[config.mk]
export PLATFORM = sky130hd
export DESIGN_NAME = vab_attr_mask
export DESIGN_NICKNAME = d
export VERILOG_FILES = /design/src/vab_pkg.sv /design/src/vab_attr_mask.sv
export SDC_FILE = /design/constraint.sdc
export NUM_CORES = 1
export LEC_CHECK = 0
export BUFFER_PORTS_ARGS = -buffer_cell sky130_fd_sc_hd__buf_2
export CORE_UTILIZATION = 51
export DETAILED_ROUTE_END_ITERATION = 6
export PLACE_DENSITY = 0.83
export SLEW_MARGIN = 20
export SYNTH_ARGS = -nofsm -noshare
export SYNTH_HDL_FRONTEND = slang
export SYNTH_SLANG_ARGS = --single-unit
export TNS_END_PERCENT = 1
[constraint.sdc]
create_clock -name clk_in -period 5.2 [get_ports clk_in]
set_input_delay 0.52 -clock clk_in [delete_from_list [all_inputs] [get_ports clk_in]]
set_output_delay 0.52 -clock clk_in [all_outputs]
set_load 0.005 [all_outputs]
[src/vab_pkg.sv]
// Purpose: constants for the attribute port and write mask block
// Assumes: byte-wide I/O port decode, one clock domain
// Notes: port addresses are the 16-bit I/O addresses
package vab_pkg;
	localparam logic [15:0] PORT_ATTR_WR = 16'h03C0;
	localparam logic [15:0] PORT_ATTR_RD = 16'h03C1;
	localparam logic [15:0] PORT_GFX_IDX = 16'h03CE;
	localparam logic [15:0] PORT_GFX_DATA = 16'h03CF;
	localparam logic [15:0] PORT_STATUS = 16'h03DA;
	localparam logic [3:0] GFX_IDX_SR = 4'h0;
	localparam logic [3:0] GFX_IDX_ESR = 4'h1;
	localparam logic [3:0] GFX_IDX_MASK = 4'h8;
	localparam logic [4:0] SEL_MODE = 5'h10;
	localparam logic [4:0] SEL_LAST = 5'h15;
	localparam int PAL_COUNT = 16;
	localparam int PAL_BIT_SA = 4;
	localparam int PAL_BIT_SB = 5;
	localparam int MODE_BIT_SRC = 7;
	localparam int MODE_BIT_PW = 6;
	localparam int IDX_BIT_PAS = 5;
	localparam logic [7:0] MASK_RESET = 8'hFF;
	localparam logic [7:0] MODE_RESET = 8'h00;
	localparam logic [5:0] PAL_RESET = 6'h00;
	localparam logic [3:0] SR_RESET = 4'h0;
endpackage
[src/vab_attr_mask.sv]
// Purpose: attribute index/data port, palette, mode control, and plane write mask
// Assumes: one I/O access per strobe cycle; memory latches outside, write data merge inside
// Notes: selector 10h is mode control; registers above it are not decoded and read as zero
`timescale 1ns/10ps
module vab_attr_mask
(
	input wire logic clk_in,
	input wire logic arst_n_in,
	input wire logic [15:0] io_addr_in,
	input wire logic [7:0] io_wdata_in,
	input wire logic io_wr_in,
	input wire logic io_rd_in,
	output logic [7:0] io_rdata_out,
	input wire logic [3:0] mem_rd_in,
	input wire logic [3:0] mem_wr_in,
	input wire logic [31:0] latch_data_in,
	input wire logic [7:0] cpu_data_in,
	input wire logic [1:0] colour_sel_c45_in,
	input wire logic dot_tick_in,
	input wire logic [3:0] attr_value_in,
	output logic [31:0] mem_wdata_out,
	output logic [3:0] mem_we_out,
	output logic [7:0] plane_write_mask_out,
	output logic [7:0] mode_ctrl_out,
	output logic pixel_advance_out,
	output logic [5:0] colour_addr_out,
	output logic index_state_out
);
	logic rst_s1_r;
	logic rst_n_r;
	logic [7:0] plane_write_mask_r;
	logic [3:0] fill_value_r;
	logic [3:0] fill_plane_enable_r;
	logic [3:0] gfx_index_r;
	logic [4:0] attr_selector_r;
	logic palette_access_flag_r;
	logic [7:0] mode_r;
	logic [5:0] palette_r [vab_pkg::PAL_COUNT];
	logic data_phase_r;
	logic [7:0] rdata_r;
	logic [31:0] wdata_r;
	logic [3:0] we_r;
	logic half_r;
	logic adv_r;
	logic [5:0] caddr_r;
	logic last_valid_r;

	// reset release through two flops
	always_ff @(posedge clk_in or negedge arst_n_in)
	begin
		if (!arst_n_in)
		begin
			rst_s1_r <= 1'b0;
			rst_n_r <= 1'b0;
		end
		else
		begin
			rst_s1_r <= 1'b1;
			rst_n_r <= rst_s1_r;
		end
	end

	// port decode
	wire wr_attr = io_wr_in && io_addr_in == vab_pkg::PORT_ATTR_WR;
	wire rd_attr = io_rd_in && io_addr_in == vab_pkg::PORT_ATTR_RD;
	wire rd_status = io_rd_in && io_addr_in == vab_pkg::PORT_STATUS;
	wire wr_gidx = io_wr_in && io_addr_in == vab_pkg::PORT_GFX_IDX;
	wire wr_gdat = io_wr_in && io_addr_in == vab_pkg::PORT_GFX_DATA;
	wire rd_gidx = io_rd_in && io_addr_in == vab_pkg::PORT_GFX_IDX;
	wire rd_gdat = io_rd_in && io_addr_in == vab_pkg::PORT_GFX_DATA;
	wire wr_index = wr_attr && !data_phase_r;
	wire wr_data = wr_attr && data_phase_r;
	wire sel_pal = attr_selector_r < vab_pkg::SEL_MODE;
	wire sel_mode = attr_selector_r == vab_pkg::SEL_MODE;
	wire [3:0] pal_idx = attr_selector_r[3:0];
	wire [7:0] index_view = {2'b00, palette_access_flag_r, attr_selector_r};
	// unimplemented selectors up to 15h and reserved ones read as zero
	wire [7:0] data_view = sel_pal ? {2'b00, palette_r[pal_idx]} : (sel_mode ? mode_r : 8'h00);
	wire [7:0] gdat_view = (gfx_index_r == vab_pkg::GFX_IDX_MASK) ? plane_write_mask_r :
		(gfx_index_r == vab_pkg::GFX_IDX_SR) ? {4'h0, fill_value_r} :
		(gfx_index_r == vab_pkg::GFX_IDX_ESR) ? {4'h0, fill_plane_enable_r} : 8'h00;
	wire [7:0] rd_mux = rd_attr ? (data_phase_r ? data_view : index_view) :
		rd_gidx ? {4'h0, gfx_index_r} : rd_gdat ? gdat_view : 8'h00;

	// index/data flip-flop: status read wins over a same-cycle write
	wire phase_nxt = rd_status ? 1'b0 : (wr_attr ? !data_phase_r : data_phase_r);

	always_ff @(posedge clk_in or negedge rst_n_r)
	begin
		if (!rst_n_r)
		begin
			data_phase_r <= 1'b0;
			attr_selector_r <= 5'h00;
			palette_access_flag_r <= 1'b0;
			mode_r <= vab_pkg::MODE_RESET;
			rdata_r <= 8'h00;
			gfx_index_r <= 4'h0;
		end
		else
		begin
			data_phase_r <= phase_nxt;
			rdata_r <= rd_mux;
			if (wr_index)
			begin
				attr_selector_r <= io_wdata_in[4:0];
				palette_access_flag_r <= io_wdata_in[vab_pkg::IDX_BIT_PAS];
			end
			if (wr_data && sel_mode)
				mode_r <= {io_wdata_in[7:5], 1'b0, io_wdata_in[3:0]};
			if (wr_gidx)
				gfx_index_r <= io_wdata_in[3:0];
		end
	end

	// palette entries, one per generate step
	for (genvar i = 0; i < vab_pkg::PAL_COUNT; i++)
	begin : g_pal
		always_ff @(posedge clk_in or negedge rst_n_r)
		begin
			if (!rst_n_r)
				palette_r[i] <= vab_pkg::PAL_RESET;
			else if (wr_data && sel_pal && pal_idx == 4'(i))
				palette_r[i] <= io_wdata_in[5:0];
		end
	end

	// graphics mask and set/reset settings
	always_ff @(posedge clk_in or negedge rst_n_r)
	begin
		if (!rst_n_r)
		begin
			plane_write_mask_r <= vab_pkg::MASK_RESET;
			fill_value_r <= vab_pkg::SR_RESET;
			fill_plane_enable_r <= vab_pkg::SR_RESET;
		end
		else if (wr_gdat)
		begin
			if (gfx_index_r == vab_pkg::GFX_IDX_MASK)
				plane_write_mask_r <= io_wdata_in;
			if (gfx_index_r == vab_pkg::GFX_IDX_SR)
				fill_value_r <= io_wdata_in[3:0];
			if (gfx_index_r == vab_pkg::GFX_IDX_ESR)
				fill_plane_enable_r <= io_wdata_in[3:0];
		end
	end

	// per-plane merge; masked bits come from the latches of the last read
	wire [31:0] merged;
	for (genvar p = 0; p < 4; p++)
	begin : g_plane
		wire [7:0] newb = fill_plane_enable_r[p] ? {8{fill_value_r[p]}} : cpu_data_in;
		assign merged[p*8 +: 8] = (newb & plane_write_mask_r) |
			(latch_data_in[p*8 +: 8] & ~plane_write_mask_r);
	end

	// write path and read tracking; masking holds with or without a read, last_valid_r gates nothing
	always_ff @(posedge clk_in or negedge rst_n_r)
	begin
		if (!rst_n_r)
		begin
			wdata_r <= 32'h0000_0000;
			we_r <= 4'h0;
			last_valid_r <= 1'b0;
		end
		else
		begin
			wdata_r <= merged;
			we_r <= mem_wr_in;
			if (|mem_rd_in)
				last_valid_r <= 1'b1;
		end
	end

	// display-side helpers: pixel rate and colour address bits
	wire [5:0] pal_ent = palette_r[attr_value_in];
	wire [1:0] hi_bits = mode_r[vab_pkg::MODE_BIT_SRC] ? colour_sel_c45_in :
		pal_ent[vab_pkg::PAL_BIT_SB:vab_pkg::PAL_BIT_SA];
	wire adv_nxt = dot_tick_in && (!mode_r[vab_pkg::MODE_BIT_PW] || half_r);

	always_ff @(posedge clk_in or negedge rst_n_r)
	begin
		if (!rst_n_r)
		begin
			half_r <= 1'b0;
			adv_r <= 1'b0;
			caddr_r <= 6'h00;
		end
		else
		begin
			if (dot_tick_in)
				half_r <= !half_r;
			adv_r <= adv_nxt;
			caddr_r <= {hi_bits, pal_ent[3:0]};
		end
	end

	assign io_rdata_out = rdata_r;
	assign mem_wdata_out = wdata_r;
	assign mem_we_out = we_r;
	assign plane_write_mask_out = plane_write_mask_r;
	assign mode_ctrl_out = mode_r;
	assign pixel_advance_out = adv_r;
	assign colour_addr_out = caddr_r;
	assign index_state_out = data_phase_r;

	a_phase_toggle: assert property (@(posedge clk_in) disable iff (!rst_n_r)
		(wr_attr && !rd_status) |=> data_phase_r != $past(data_phase_r))
		else $error("attribute phase did not toggle");
	a_status_resets: assert property (@(posedge clk_in) disable iff (!rst_n_r)
		rd_status |=> !data_phase_r)
		else $error("status read left data phase");
	a_mask_write: assert property (@(posedge clk_in) disable iff (!rst_n_r)
		(wr_gdat && gfx_index_r == vab_pkg::GFX_IDX_MASK) |=> plane_write_mask_r == $past(io_wdata_in))
		else $error("mask not loaded");
	a_mask_keep: assert property (@(posedge clk_in) disable iff (!rst_n_r)
		1'b1 |=> ((wdata_r[7:0] ^ $past(latch_data_in[7:0])) & ~$past(plane_write_mask_r)) == 8'h00)
		else $error("masked bit changed");
	a_fill_value: assert property (@(posedge clk_in) disable iff (!rst_n_r)
		(fill_plane_enable_r[0] && fill_value_r[0] && !wr_gdat) |=>
		(wdata_r[7:0] & $past(plane_write_mask_r)) == $past(plane_write_mask_r))
		else $error("fill ignored");
	a_index_read: assert property (@(posedge clk_in) disable iff (!rst_n_r)
		(rd_attr && !data_phase_r) |=> io_rdata_out == {2'b00, $past(palette_access_flag_r), $past(attr_selector_r)})
		else $error("index readback wrong");
	a_mode_reserved: assert property (@(posedge clk_in) disable iff (!rst_n_r)
		mode_ctrl_out[4] == 1'b0)
		else $error("mode reserved bit set");
	a_pixel_half: assert property (@(posedge clk_in) disable iff (!rst_n_r)
		(adv_nxt && mode_r[vab_pkg::MODE_BIT_PW]) |=> !adv_nxt)
		else $error("pixel advanced every dot in wide mode");
	a_colour_src: assert property (@(posedge clk_in) disable iff (!rst_n_r)
		mode_r[vab_pkg::MODE_BIT_SRC] |=> (colour_addr_out[5:4] == $past(colour_sel_c45_in) || $changed(mode_r)))
		else $error("colour bits not from select");
endmodule

==> results of run 1 <==
==> power by group <==
part / internal [mW] / switching, mW
Combinational: 0.0569 / 0.0863
Clock: 0.884 / 0.558
Sequential: 1.45 / 0.0168
==> layer usage <==
metal	wire, µm	vias to the layer above
met1	9250	3367
met4	885	0
met3	1720	68
li1	-	2766
met2	11900	316
met5	0	-
==> metrics by stage <==
step	hold slack, ns	instances	utilization	area [µm²]
after floorplan	0.224	677	-	8960
after global placement	0.304	1002	0.569	9820
after detailed placement	0.311	1002	0.569	9820
after CTS	0.180	1035	0.609	10500
after global routing	0.181	1036	0.610	10500
final	0.190	1036	0.610	10500
==> placed cells by master, fill, tap and decap left out, drive strengths merged, types with 13 or more instances in the layout <==
cell      n
clkbuf   19
mux2    129
nand2    21
mux4     52
inv      17
dfrtp   176
nor2     49
buf     148
a21oi    75
nand3    13
==> logic make-up (layout without fill, tap and decap cells) <==
kind of cell              count (synthesis)  count (layout)  synth area share
DFF                                     184             184             0.515
muxes                                   188             188             0.301
xor gates and xnor gates                  2               2           0.00196
AOI/OAI and AO/OA                       104             104            0.0673
buffers and inverters                    65             199            0.0282
other                                     2               2          0.000838
and+or+nand+nor                         132             132            0.0862
==> state kept, by name, indices dropped and copies added, names as in the netlist, 4 cells and up <==
signal and cells:
io_rdata_out 8, fill_plane_enable_r 4, mode_ctrl_out 7, mem_wdata_out 32, colour_addr_out 6, palette_r 96
attr_selector_r 5, plane_write_mask_out 8, gfx_index_r 4, fill_value_r 4, mem_we_out 4
==> synthesized netlist by cell type, types with 2 or more instances <==
cell type	number	area (µm²)
dfstp_2	8	210
nor3_1	4	20.0
clkinv_1	5	18.8
mux2_2	124	1400
and3_1	3	18.8
a22o_1	2	17.5
nor2b_1	7	43.8
nand2_1	21	78.8
nand3_1	12	60.1
a211oi_1	2	15.0
nor4_1	6	37.5
a21oi_1	75	375
a2111oi_0	4	35.0
mux2i_1	7	70.1
clkbuf_1	27	101
inv_1	13	48.8
dfrtp_1	176	4400
a221oi_1	2	17.5
o2bb2ai_1	2	17.5
o22ai_1	5	31.3
a22oi_1	5	37.5
conb_1	2	7.51
nor2_1	40	150
buf_2	4	20.0
buf_1	15	56.3
mux2_1	5	56.3
mux4_2	52	1170
nor4_4	2	42.5
o221ai_1	3	26.3
nand2b_1	4	25.0
and2_1	4	25.0
nor2_4	9	101
and4_1	2	17.5
nand4_1	7	43.8
==> worst max path at each step <==
stage,cells after the start,endpoint,slack [ns],start
after floorplan,0,attr_selector_r[0]$_DFFE_PN0P_,2.17,rst_n_r$_DFF_PN0_
after global placement,6,palette_r[20]$_DFFE_PN0P_,2.25,io_addr_in[13]
after detailed placement,6,palette_r[52]$_DFFE_PN0P_,2.22,io_addr_in[13]
after CTS,5,mode_ctrl_out[7]$_DFFE_PN0P_,2.32,attr_selector_r[0]$_DFFE_PN0P_
after global routing,4,palette_r[38]$_DFFE_PN0P_,2.28,index_state_out$_DFFE_PN0P_
final,3,palette_r[38]$_DFFE_PN0P_,2.31,attr_selector_r[2]$_DFFE_PN0P_
==> critical path: stages (launching register included) <==
cell and delay [ns]:
dfrtp_1 0.72, nor3_1 0.96, nand3_1 0.62, mux2_2 0.46
==> layout make-up <==
class | count | share of cell area
Sequential cell | 184 | 0.440
Timing Repair Buffer | 149 | 0.0745
Multi-Input combinational cell | 428 | 0.390
Clock inverter | 13 | 0.0201
Clock buffer | 19 | 0.0431
Tap cell | 225 | 0.0268
Inverter | 18 | 0.00643
==> results.cfg, run 1 <==
[floorplan]
start_util = 0.520
die-width_um = 135
ioPinCount = 151
die_y_um = 135
design.die.area_mm2 = 0.0181
core_mm2 = 0.0172
rows = 48

[route]
drc = 0
viasPerCell = 6.29
drt-total-wl_um = 23700
wl_per_cell_um = 22.9
drt_iter0_markers = 719
antenna_left = 0
drt_pass1_iterations = 5
vias = 6517

[synth]
syn_area_mm2 = 0.00896
yosysWarnings = 0
synth_enable_flop_cells = 0
syn_inst = 677
synth_async_sr_flop_share = 1.00
yosysSeqAreaShare = 0.515
ys_types = 52
ys_ff_latch = 184
synthesis.nets = 760
syn_area_per_cell_um2 = 13.2
ys.flop_type = dfrtp_1

[global_routing]
track_usage = 0.272
grt_max_degree = 113
busiest_layer = met2
grt_pass1_vias = 6449
grt_pass1_wl_um = 36700
overflow = 0
grt_use_met1 = 0.363
grtUsageMet2 = 0.431
grt_use_met3 = 0.0597
antenna_found_initial = 0

[cells_and_area]
n_fill_cell = 1261
area_delta_synth_final_pct = 17.3
drive_gt1_frac = 0.471
num_antenna_cells = 0
multi_input_area_mm2 = 0.00409
final_nets = 881
regArea_mm2 = 0.00462

[sta]
finalClockSkew_ns = 0.00948
final.min_clock_period_ns = 2.89
finalWorstSetupSlack_ns = 2.31
setup_violations = 0
fin_crit_sh = 0.555
relSlewSlack = 0.329
finalHoldViolCount = 0
rsz0062_at_grt = no
slew_violations = 0
clock.fmax_mhz = 346
fin_tns_setup_ns = 0
worst_pin_slew_ns = 0.999

[cts]
cts_tree = yes
path_clk_slew_ns = 0.07
post_cts_buffers = 0
cts-root-buf = clkbuf_16
cts_buffers = 17
htreeDepth = 4
cts-resized-gates = 0
clock_latency_ns = 0.44
cts_sinks = 184
clockBufferDepth = 2
hold_buffers = 1

[power]
p_leak_nw = 4.89
total_power_mw = 3.05
vdd_drop_max_uv = 215
power_density_mw_per_mm2 = 290

[placed_design]
dp_slack_ns = 2.22
hpwl_um = 15800
gp_congestion = 0.898
port_buffers = 145

[critical_path]
cp-end-kind = flop
cp-start-kind = flop
cp_max_fo = 22
criticalPathCategory = reg -> reg
rr_startpoint = attr_selector_r[2]$_DFFE_PN0P_
ff2ff_path_depth = 3
worstPathRequired_ns = 5.51
rrSetupSlack_ns = 2.31
cp.arrival_ns = 3.20
rr_endpoint = palette_r[38]$_DFFE_PN0P_

[worst_hold_path]
holdCritPathClass = in -> reg
holdCritStartpoint = mem_wr_in[3]
holdPathEnd = mem_we_out[3]$_DFF_PN0_
hold_depth = 1

[flow_run]
cap_violations = 0

[outcome]
status = completed
(Power assumes the default switching activity.)
==> inputs of run 2 (changes only) <==
--- a/config.mk
+++ b/config.mk
@@ -6,9 +6,9 @@
 export NUM_CORES = 1
 export LEC_CHECK = 0
 export BUFFER_PORTS_ARGS = -buffer_cell sky130_fd_sc_hd__buf_2
-export CORE_UTILIZATION = 51
+export CORE_UTILIZATION = 57
 export DETAILED_ROUTE_END_ITERATION = 6
-export PLACE_DENSITY = 0.83
+export PLACE_DENSITY = 0.88
 export SLEW_MARGIN = 20
 export SYNTH_ARGS = -nofsm -noshare
 export SYNTH_HDL_FRONTEND = slang
==> constraint.sdc (replaced) <==
create_clock -name clk_in -period 2.68 [get_ports clk_in]
set_input_delay 0.268 -clock clk_in [delete_from_list [all_inputs] [get_ports clk_in]]
set_output_delay 0.268 -clock clk_in [all_outputs]
set_load 0.005 [all_outputs]
==> run 2 against run 1 <==
Via count up 3.9%. Setup slack worse by 2.0 ns. Design area up 1.5%. Cell count up 1.3%. Count of clock-buffer cells in the layout down 1. Clock power up 79%. Global-route usage up 4.9 points. Worst hold slack worse by 0.16 ns. Critical path type unchanged. Critical endpoint is now io_rdata_out[1]$_DFF_PN0_.
==> results.cfg, run 2 (synthesized netlist as in run 1, its figures left out) <==
[outcome]
status = completed

[floorplan]
design.die.area_mm2 = 0.0162
rows = 45
die_y_um = 127
ioPinCount = 151
die-width_um = 127
start_util = 0.587
core_mm2 = 0.0153

[worst_hold_path]
holdCritStartpoint = dot_tick_in
hold_depth = 2
holdCritPathClass = in -> reg
holdPathEnd = half_r$_DFFE_PN0P_

[route]
viasPerCell = 6.46
drc = 0
vias = 6773
drt_iter0_markers = 761
wl_per_cell_um = 23.1
antenna_left = 0
drt-total-wl_um = 24200
drt_pass1_iterations = 5

[cells_and_area]
final_core_util = 0.699
top_register = palette_r
area_delta_synth_final_pct = 19.0
final_common_cell = dfrtp_1
final_nets = 908
largest_reg_flops = 96
fin_area_mm2 = 0.0107
num_antenna_cells = 0
finalNonFillerCells = 1049
drive_gt1_frac = 0.482
final_cell_mix = 175 x dfrtp_1, 145 x buf_2, 124 x mux2_2

[sta]
relSlewSlack = 0.536
final.min_clock_period_ns = 2.35
finalHoldViolCount = 0
finalClockSkew_ns = 0.00865
fin_tns_setup_ns = 0
clock.fmax_mhz = 425
setup_violations = 0
fin_crit_sh = 0.877
rsz0062_at_grt = no
slew_violations = 0
worst_pin_slew_ns = 0.696

[placed_design]
place_area_mm2 = 0.0100
gp_congestion = 0.934
port_buffers = 145
dp_cells = 1012
hpwl_um = 15900

[cts]
clock_latency_ns = 0.44
cts_tree = yes
clockBufferDepth = 2
cts-resized-gates = 0
htreeDepth = 4
path_clk_slew_ns = 0.07
cts_sinks = 184
cts_buffers = 17
cts-root-buf = clkbuf_16

[power]
total_power_mw = 5.72
vdd_drop_max_uv = 452
power_density_mw_per_mm2 = 537
p_leak_nw = 5.00

[critical_path]
cp_max_fo = 25
ff2ff_path_depth = 6
worstPathRequired_ns = 2.96
cp.arrival_ns = 2.64
rr_endpoint = io_rdata_out[1]$_DFF_PN0_
cp-end-kind = flop
criticalPathCategory = reg -> reg
rr_startpoint = attr_selector_r[0]$_DFFE_PN0P_
rrSetupSlack_ns = 0.33
cp-start-kind = flop

[global_routing]
track_usage = 0.321
antenna_found_initial = 0
overflow = 0
grt_pass1_vias = 6907
grt_pass1_wl_um = 38400
grt_max_degree = 108

[flow_run]
cap_violations = 0
## run 2: cell count changes in the layout (fill, tap and decap cells not counted), moves of 2 or more
cell,change
bufinv_16,-2
clkinv_4,+3
inv_6,-2
buf_4,+22
dlygate4sd3_1,+4
## run 2: how the worst max path moves through the flow
stage,start,to,slack (ns),depth (start not counted)
6_report,attr_selector_r[0]$_DFFE_PN0P_,io_rdata_out[1]$_DFF_PN0_,0.33,6
5_1_grt,attr_selector_r[0]$_DFFE_PN0P_,io_rdata_out[1]$_DFF_PN0_,0.23,6
4_1_cts,attr_selector_r[0]$_DFFE_PN0P_,io_rdata_out[5]$_DFF_PN0_,0.39,7
3_5_place_dp,io_addr_in[10],plane_write_mask_out[2]$_DFFE_PN1P_,0.22,6
3_3_place_gp,io_addr_in[13],palette_r[58]$_DFFE_PN0P_,0.24,6
2_1_floorplan,io_addr_in[13],palette_r[26]$_DFFE_PN0P_,0.40,5
## run 2: critical path: stages (launching register included)
cell	delay [ns]
dfrtp_1	0.40
buf_12	0.22
mux4_2	0.58
nand2_1	0.11
o221ai_1	0.14
a2111oi_0	0.59
a21oi_1	0.13
## run 2: per-stage QoR
| stage | hold slack [ns] | setup slack [ns] |
|---|---|---|
| floorplan | -0.0276 | 0.404 |
| global placement | 0.0622 | 0.243 |
| detailed placement | 0.0624 | 0.216 |
| CTS | 0.0225 | 0.386 |
| global route | 0.0182 | 0.231 |
| finish | 0.0264 | 0.329 |
## run 2: routing by layer
layer,wire [µm],GRT usage,up-vias
met3,2340,0.0884,105
met5,0,0,-
met4,1270,0.199,0
met2,11700,0.508,456
li1,-,-,2818
met1,8910,0.395,3394
## run 2: power by group
group	internal (mW)	total (mW)	switching [mW]
logic	0.120	0.306	0.186
registers	2.82	2.84	0.0211
clock network	1.50	2.58	1.08
total	4.43	5.72	1.29
## run 2: cell type report
class | count | area [µm²]
Sequential cell | 184 | 4620
Fill cell | 943 | 4590
Multi-Input combinational cell | 428 | 4090
Timing Repair Buffer | 176 | 1010
Clock buffer | 18 | 439
Tap cell | 211 | 264
Clock inverter | 14 | 173
Inverter | 18 | 67.6
## run 2: timing repair
item | in CTS | in global routing
setup buffers | 0 | 0
hold buffers | 5 | 0
endpoints found under the hold margin | 6 | 0
==> inputs of run 3 (changes only) <==
--- a/config.mk
+++ b/config.mk
@@ -9,6 +9,7 @@
 export CORE_UTILIZATION = 57
 export DETAILED_ROUTE_END_ITERATION = 6
 export PLACE_DENSITY = 0.88
+export REMOVE_ABC_BUFFERS = 1
 export SLEW_MARGIN = 20
 export SYNTH_ARGS = -nofsm -noshare
 export SYNTH_HDL_FRONTEND = slang
==> run 3 against run 2 <==
Critical path depth is 3 lower. Cell count is 0.19% lower. Wire length is 1.6% higher. Clock skew is 0.0023 ns higher. Non-clock buffer count is 2 lower. Critical path type unchanged. Critical endpoint is now palette_r[15]$_DFFE_PN0P_.
==> results.cfg, run 3 (synthesized netlist as in run 1, its figures left out) <==
[outcome]
status = completed

[critical_path]
cp.arrival_ns = 2.88
cpPeakStageDelay_ns = 0.99
worstPathRequired_ns = 3.00
cp-start-kind = flop
cp_max_fo = 22
startpoint = attr_selector_r[2]$_DFFE_PN0P_
criticalPathCategory = reg -> reg
rr_startpoint = attr_selector_r[2]$_DFFE_PN0P_
cp-end-kind = flop
cp_cell_sequence = and4b_1 > nand3_1 > mux2_2
slowest_stage = dfrtp_1

[cells_and_area]
regArea_mm2 = 0.00462
drive_gt1_frac = 0.482
final_common_cell = dfrtp_1
final_cell_mix = 174 x dfrtp_1, 145 x buf_2, 124 x mux2_2
top_register = palette_r
multi_input_area_mm2 = 0.00409
fin_area_mm2 = 0.0106
num_antenna_cells = 0
largest_reg_flops = 96
final_nets = 906
area_delta_synth_final_pct = 18.8
n_fill_cell = 964

[placed_design]
hpwl_um = 16000
place_area_mm2 = 0.0100
port_buffers = 145
gp_congestion = 0.911

[route]
antenna_left = 0
wl_per_cell_um = 23.5
drt_pass1_iterations = 5
vias = 6690
drt-total-wl_um = 24600
viasPerCell = 6.39
drc = 0
drt_iter0_markers = 624

[power]
p_sw_mw = 1.37
combPwrFrac = 0.055
pwr-share-clk = 0.444
power_frac_seq = 0.501
internal_power_mw = 4.29
power_density_mw_per_mm2 = 532
p_leak_nw = 4.98
p_sw_frac = 0.241
vdd_drop_max_uv = 450

[floorplan]
die_y_um = 127
start_util = 0.587
core_mm2 = 0.0153
rows = 45
die-width_um = 127
ioPinCount = 151
design.die.area_mm2 = 0.0162

[sta]
clock.fmax_mhz = 391
worst_pin_slew_ns = 0.992
setup_violations = 0
finalHoldViolCount = 0
relSlewSlack = 0.339
finalClockSkew_ns = 0.0110
slew_violations = 0
fin_hold_ws_ns = 0.0140
rsz0062_at_grt = no
fin_crit_sh = 0.954
final.min_clock_period_ns = 2.56

[cts]
cts_tree = yes
cts_sinks = 184
cts-resized-gates = 0
clock_latency_ns = 0.44
hold_buffers = 5
htreeDepth = 4
cts-root-buf = clkbuf_16
path_clk_slew_ns = 0.07
clockBufferDepth = 2
post_cts_buffers = 0
cts_buffers = 17

[global_routing]
track_usage = 0.324
antenna_found_initial = 0
grt_pass1_wl_um = 38600
grt_pass1_vias = 6794
grt_max_degree = 79
overflow = 0

[worst_hold_path]
holdCritStartpoint = dot_tick_in
holdCritPathClass = in -> reg

[flow_run]
cap_violations = 0
-- run 3: cell types whose count changed in the layout (fill, tap and decap cells not counted), sizes merged --
cell	previous run	this run
buf	171	169
clkbuf	18	19
inv	15	20
clkinvlp	2	3
bufinv	3	1
clkinv	12	7
-- run 3: final timing paths --
path / endpoint / slack [ns] / depth (start not counted)
max: palette_r[15]$_DFFE_PN0P_ / 0.12 / 3
min: half_r$_DFFE_PN0P_ / 0.01 / 2
max reg2reg: palette_r[15]$_DFFE_PN0P_ / 0.12 / 3
min reg2reg: palette_r[36]$_DFFE_PN0P_ / 0.32 / 0
max in group asynchronous: palette_r[56]$_DFFE_PN0P_ / 1.55 / 1
min in group asynchronous: rst_n_r$_DFF_PN0_ / 0.15 / 2
-- run 3: layer usage --
layer / up-vias / global-route usage / part of all wire
met5: - / 0 / 0
met4: 0 / 0.161 / 0.039
met3: 78 / 0.0817 / 0.10
met2: 462 / 0.528 / 0.50
met1: 3345 / 0.408 / 0.36
li1: 2805 / - / -
-- run 3: per-stage QoR --
step                      setup slack (ns)  TNS, ns   util  power (mW)  instances
final                                0.123        0  0.698        5.66       1047
after global placement               0.256        0  0.656        3.19       1010
after global routing                0.0744        0  0.698        5.84       1047
after floorplan                      -2.81  -500.30      -        3.00        630
after detailed placement             0.221        0  0.656        3.19       1010
after CTS                            0.195        0  0.698        5.68       1047
-- run 3: power groups by stage --
stage / clock network, mW / registers, mW / logic [mW]
after floorplan: 0 / 2.92 / 0.0721
after global placement: 0 / 2.89 / 0.296
after detailed placement: 0 / 2.89 / 0.300
after CTS: 2.53 / 2.84 / 0.308
after global routing: 2.65 / 2.84 / 0.342
final: 2.51 / 2.84 / 0.310
-- run 3: final cells by class --
type / count / share of cell area
Clock inverter: 13 / 0.0123
Inverter: 18 / 0.00635
Clock buffer: 19 / 0.0425
Sequential cell: 184 / 0.434
Timing Repair Buffer: 174 / 0.0957
Tap cell: 211 / 0.0248
Multi-Input combinational cell: 428 / 0.384
-- run 3: worst max-delay path: cells and delay by family (launching register included) --
kind             cells  cell delay (ns)
AND/OR/NAND/NOR      2             0.98
multiplexers         1             0.45
flip-flops           1             0.99
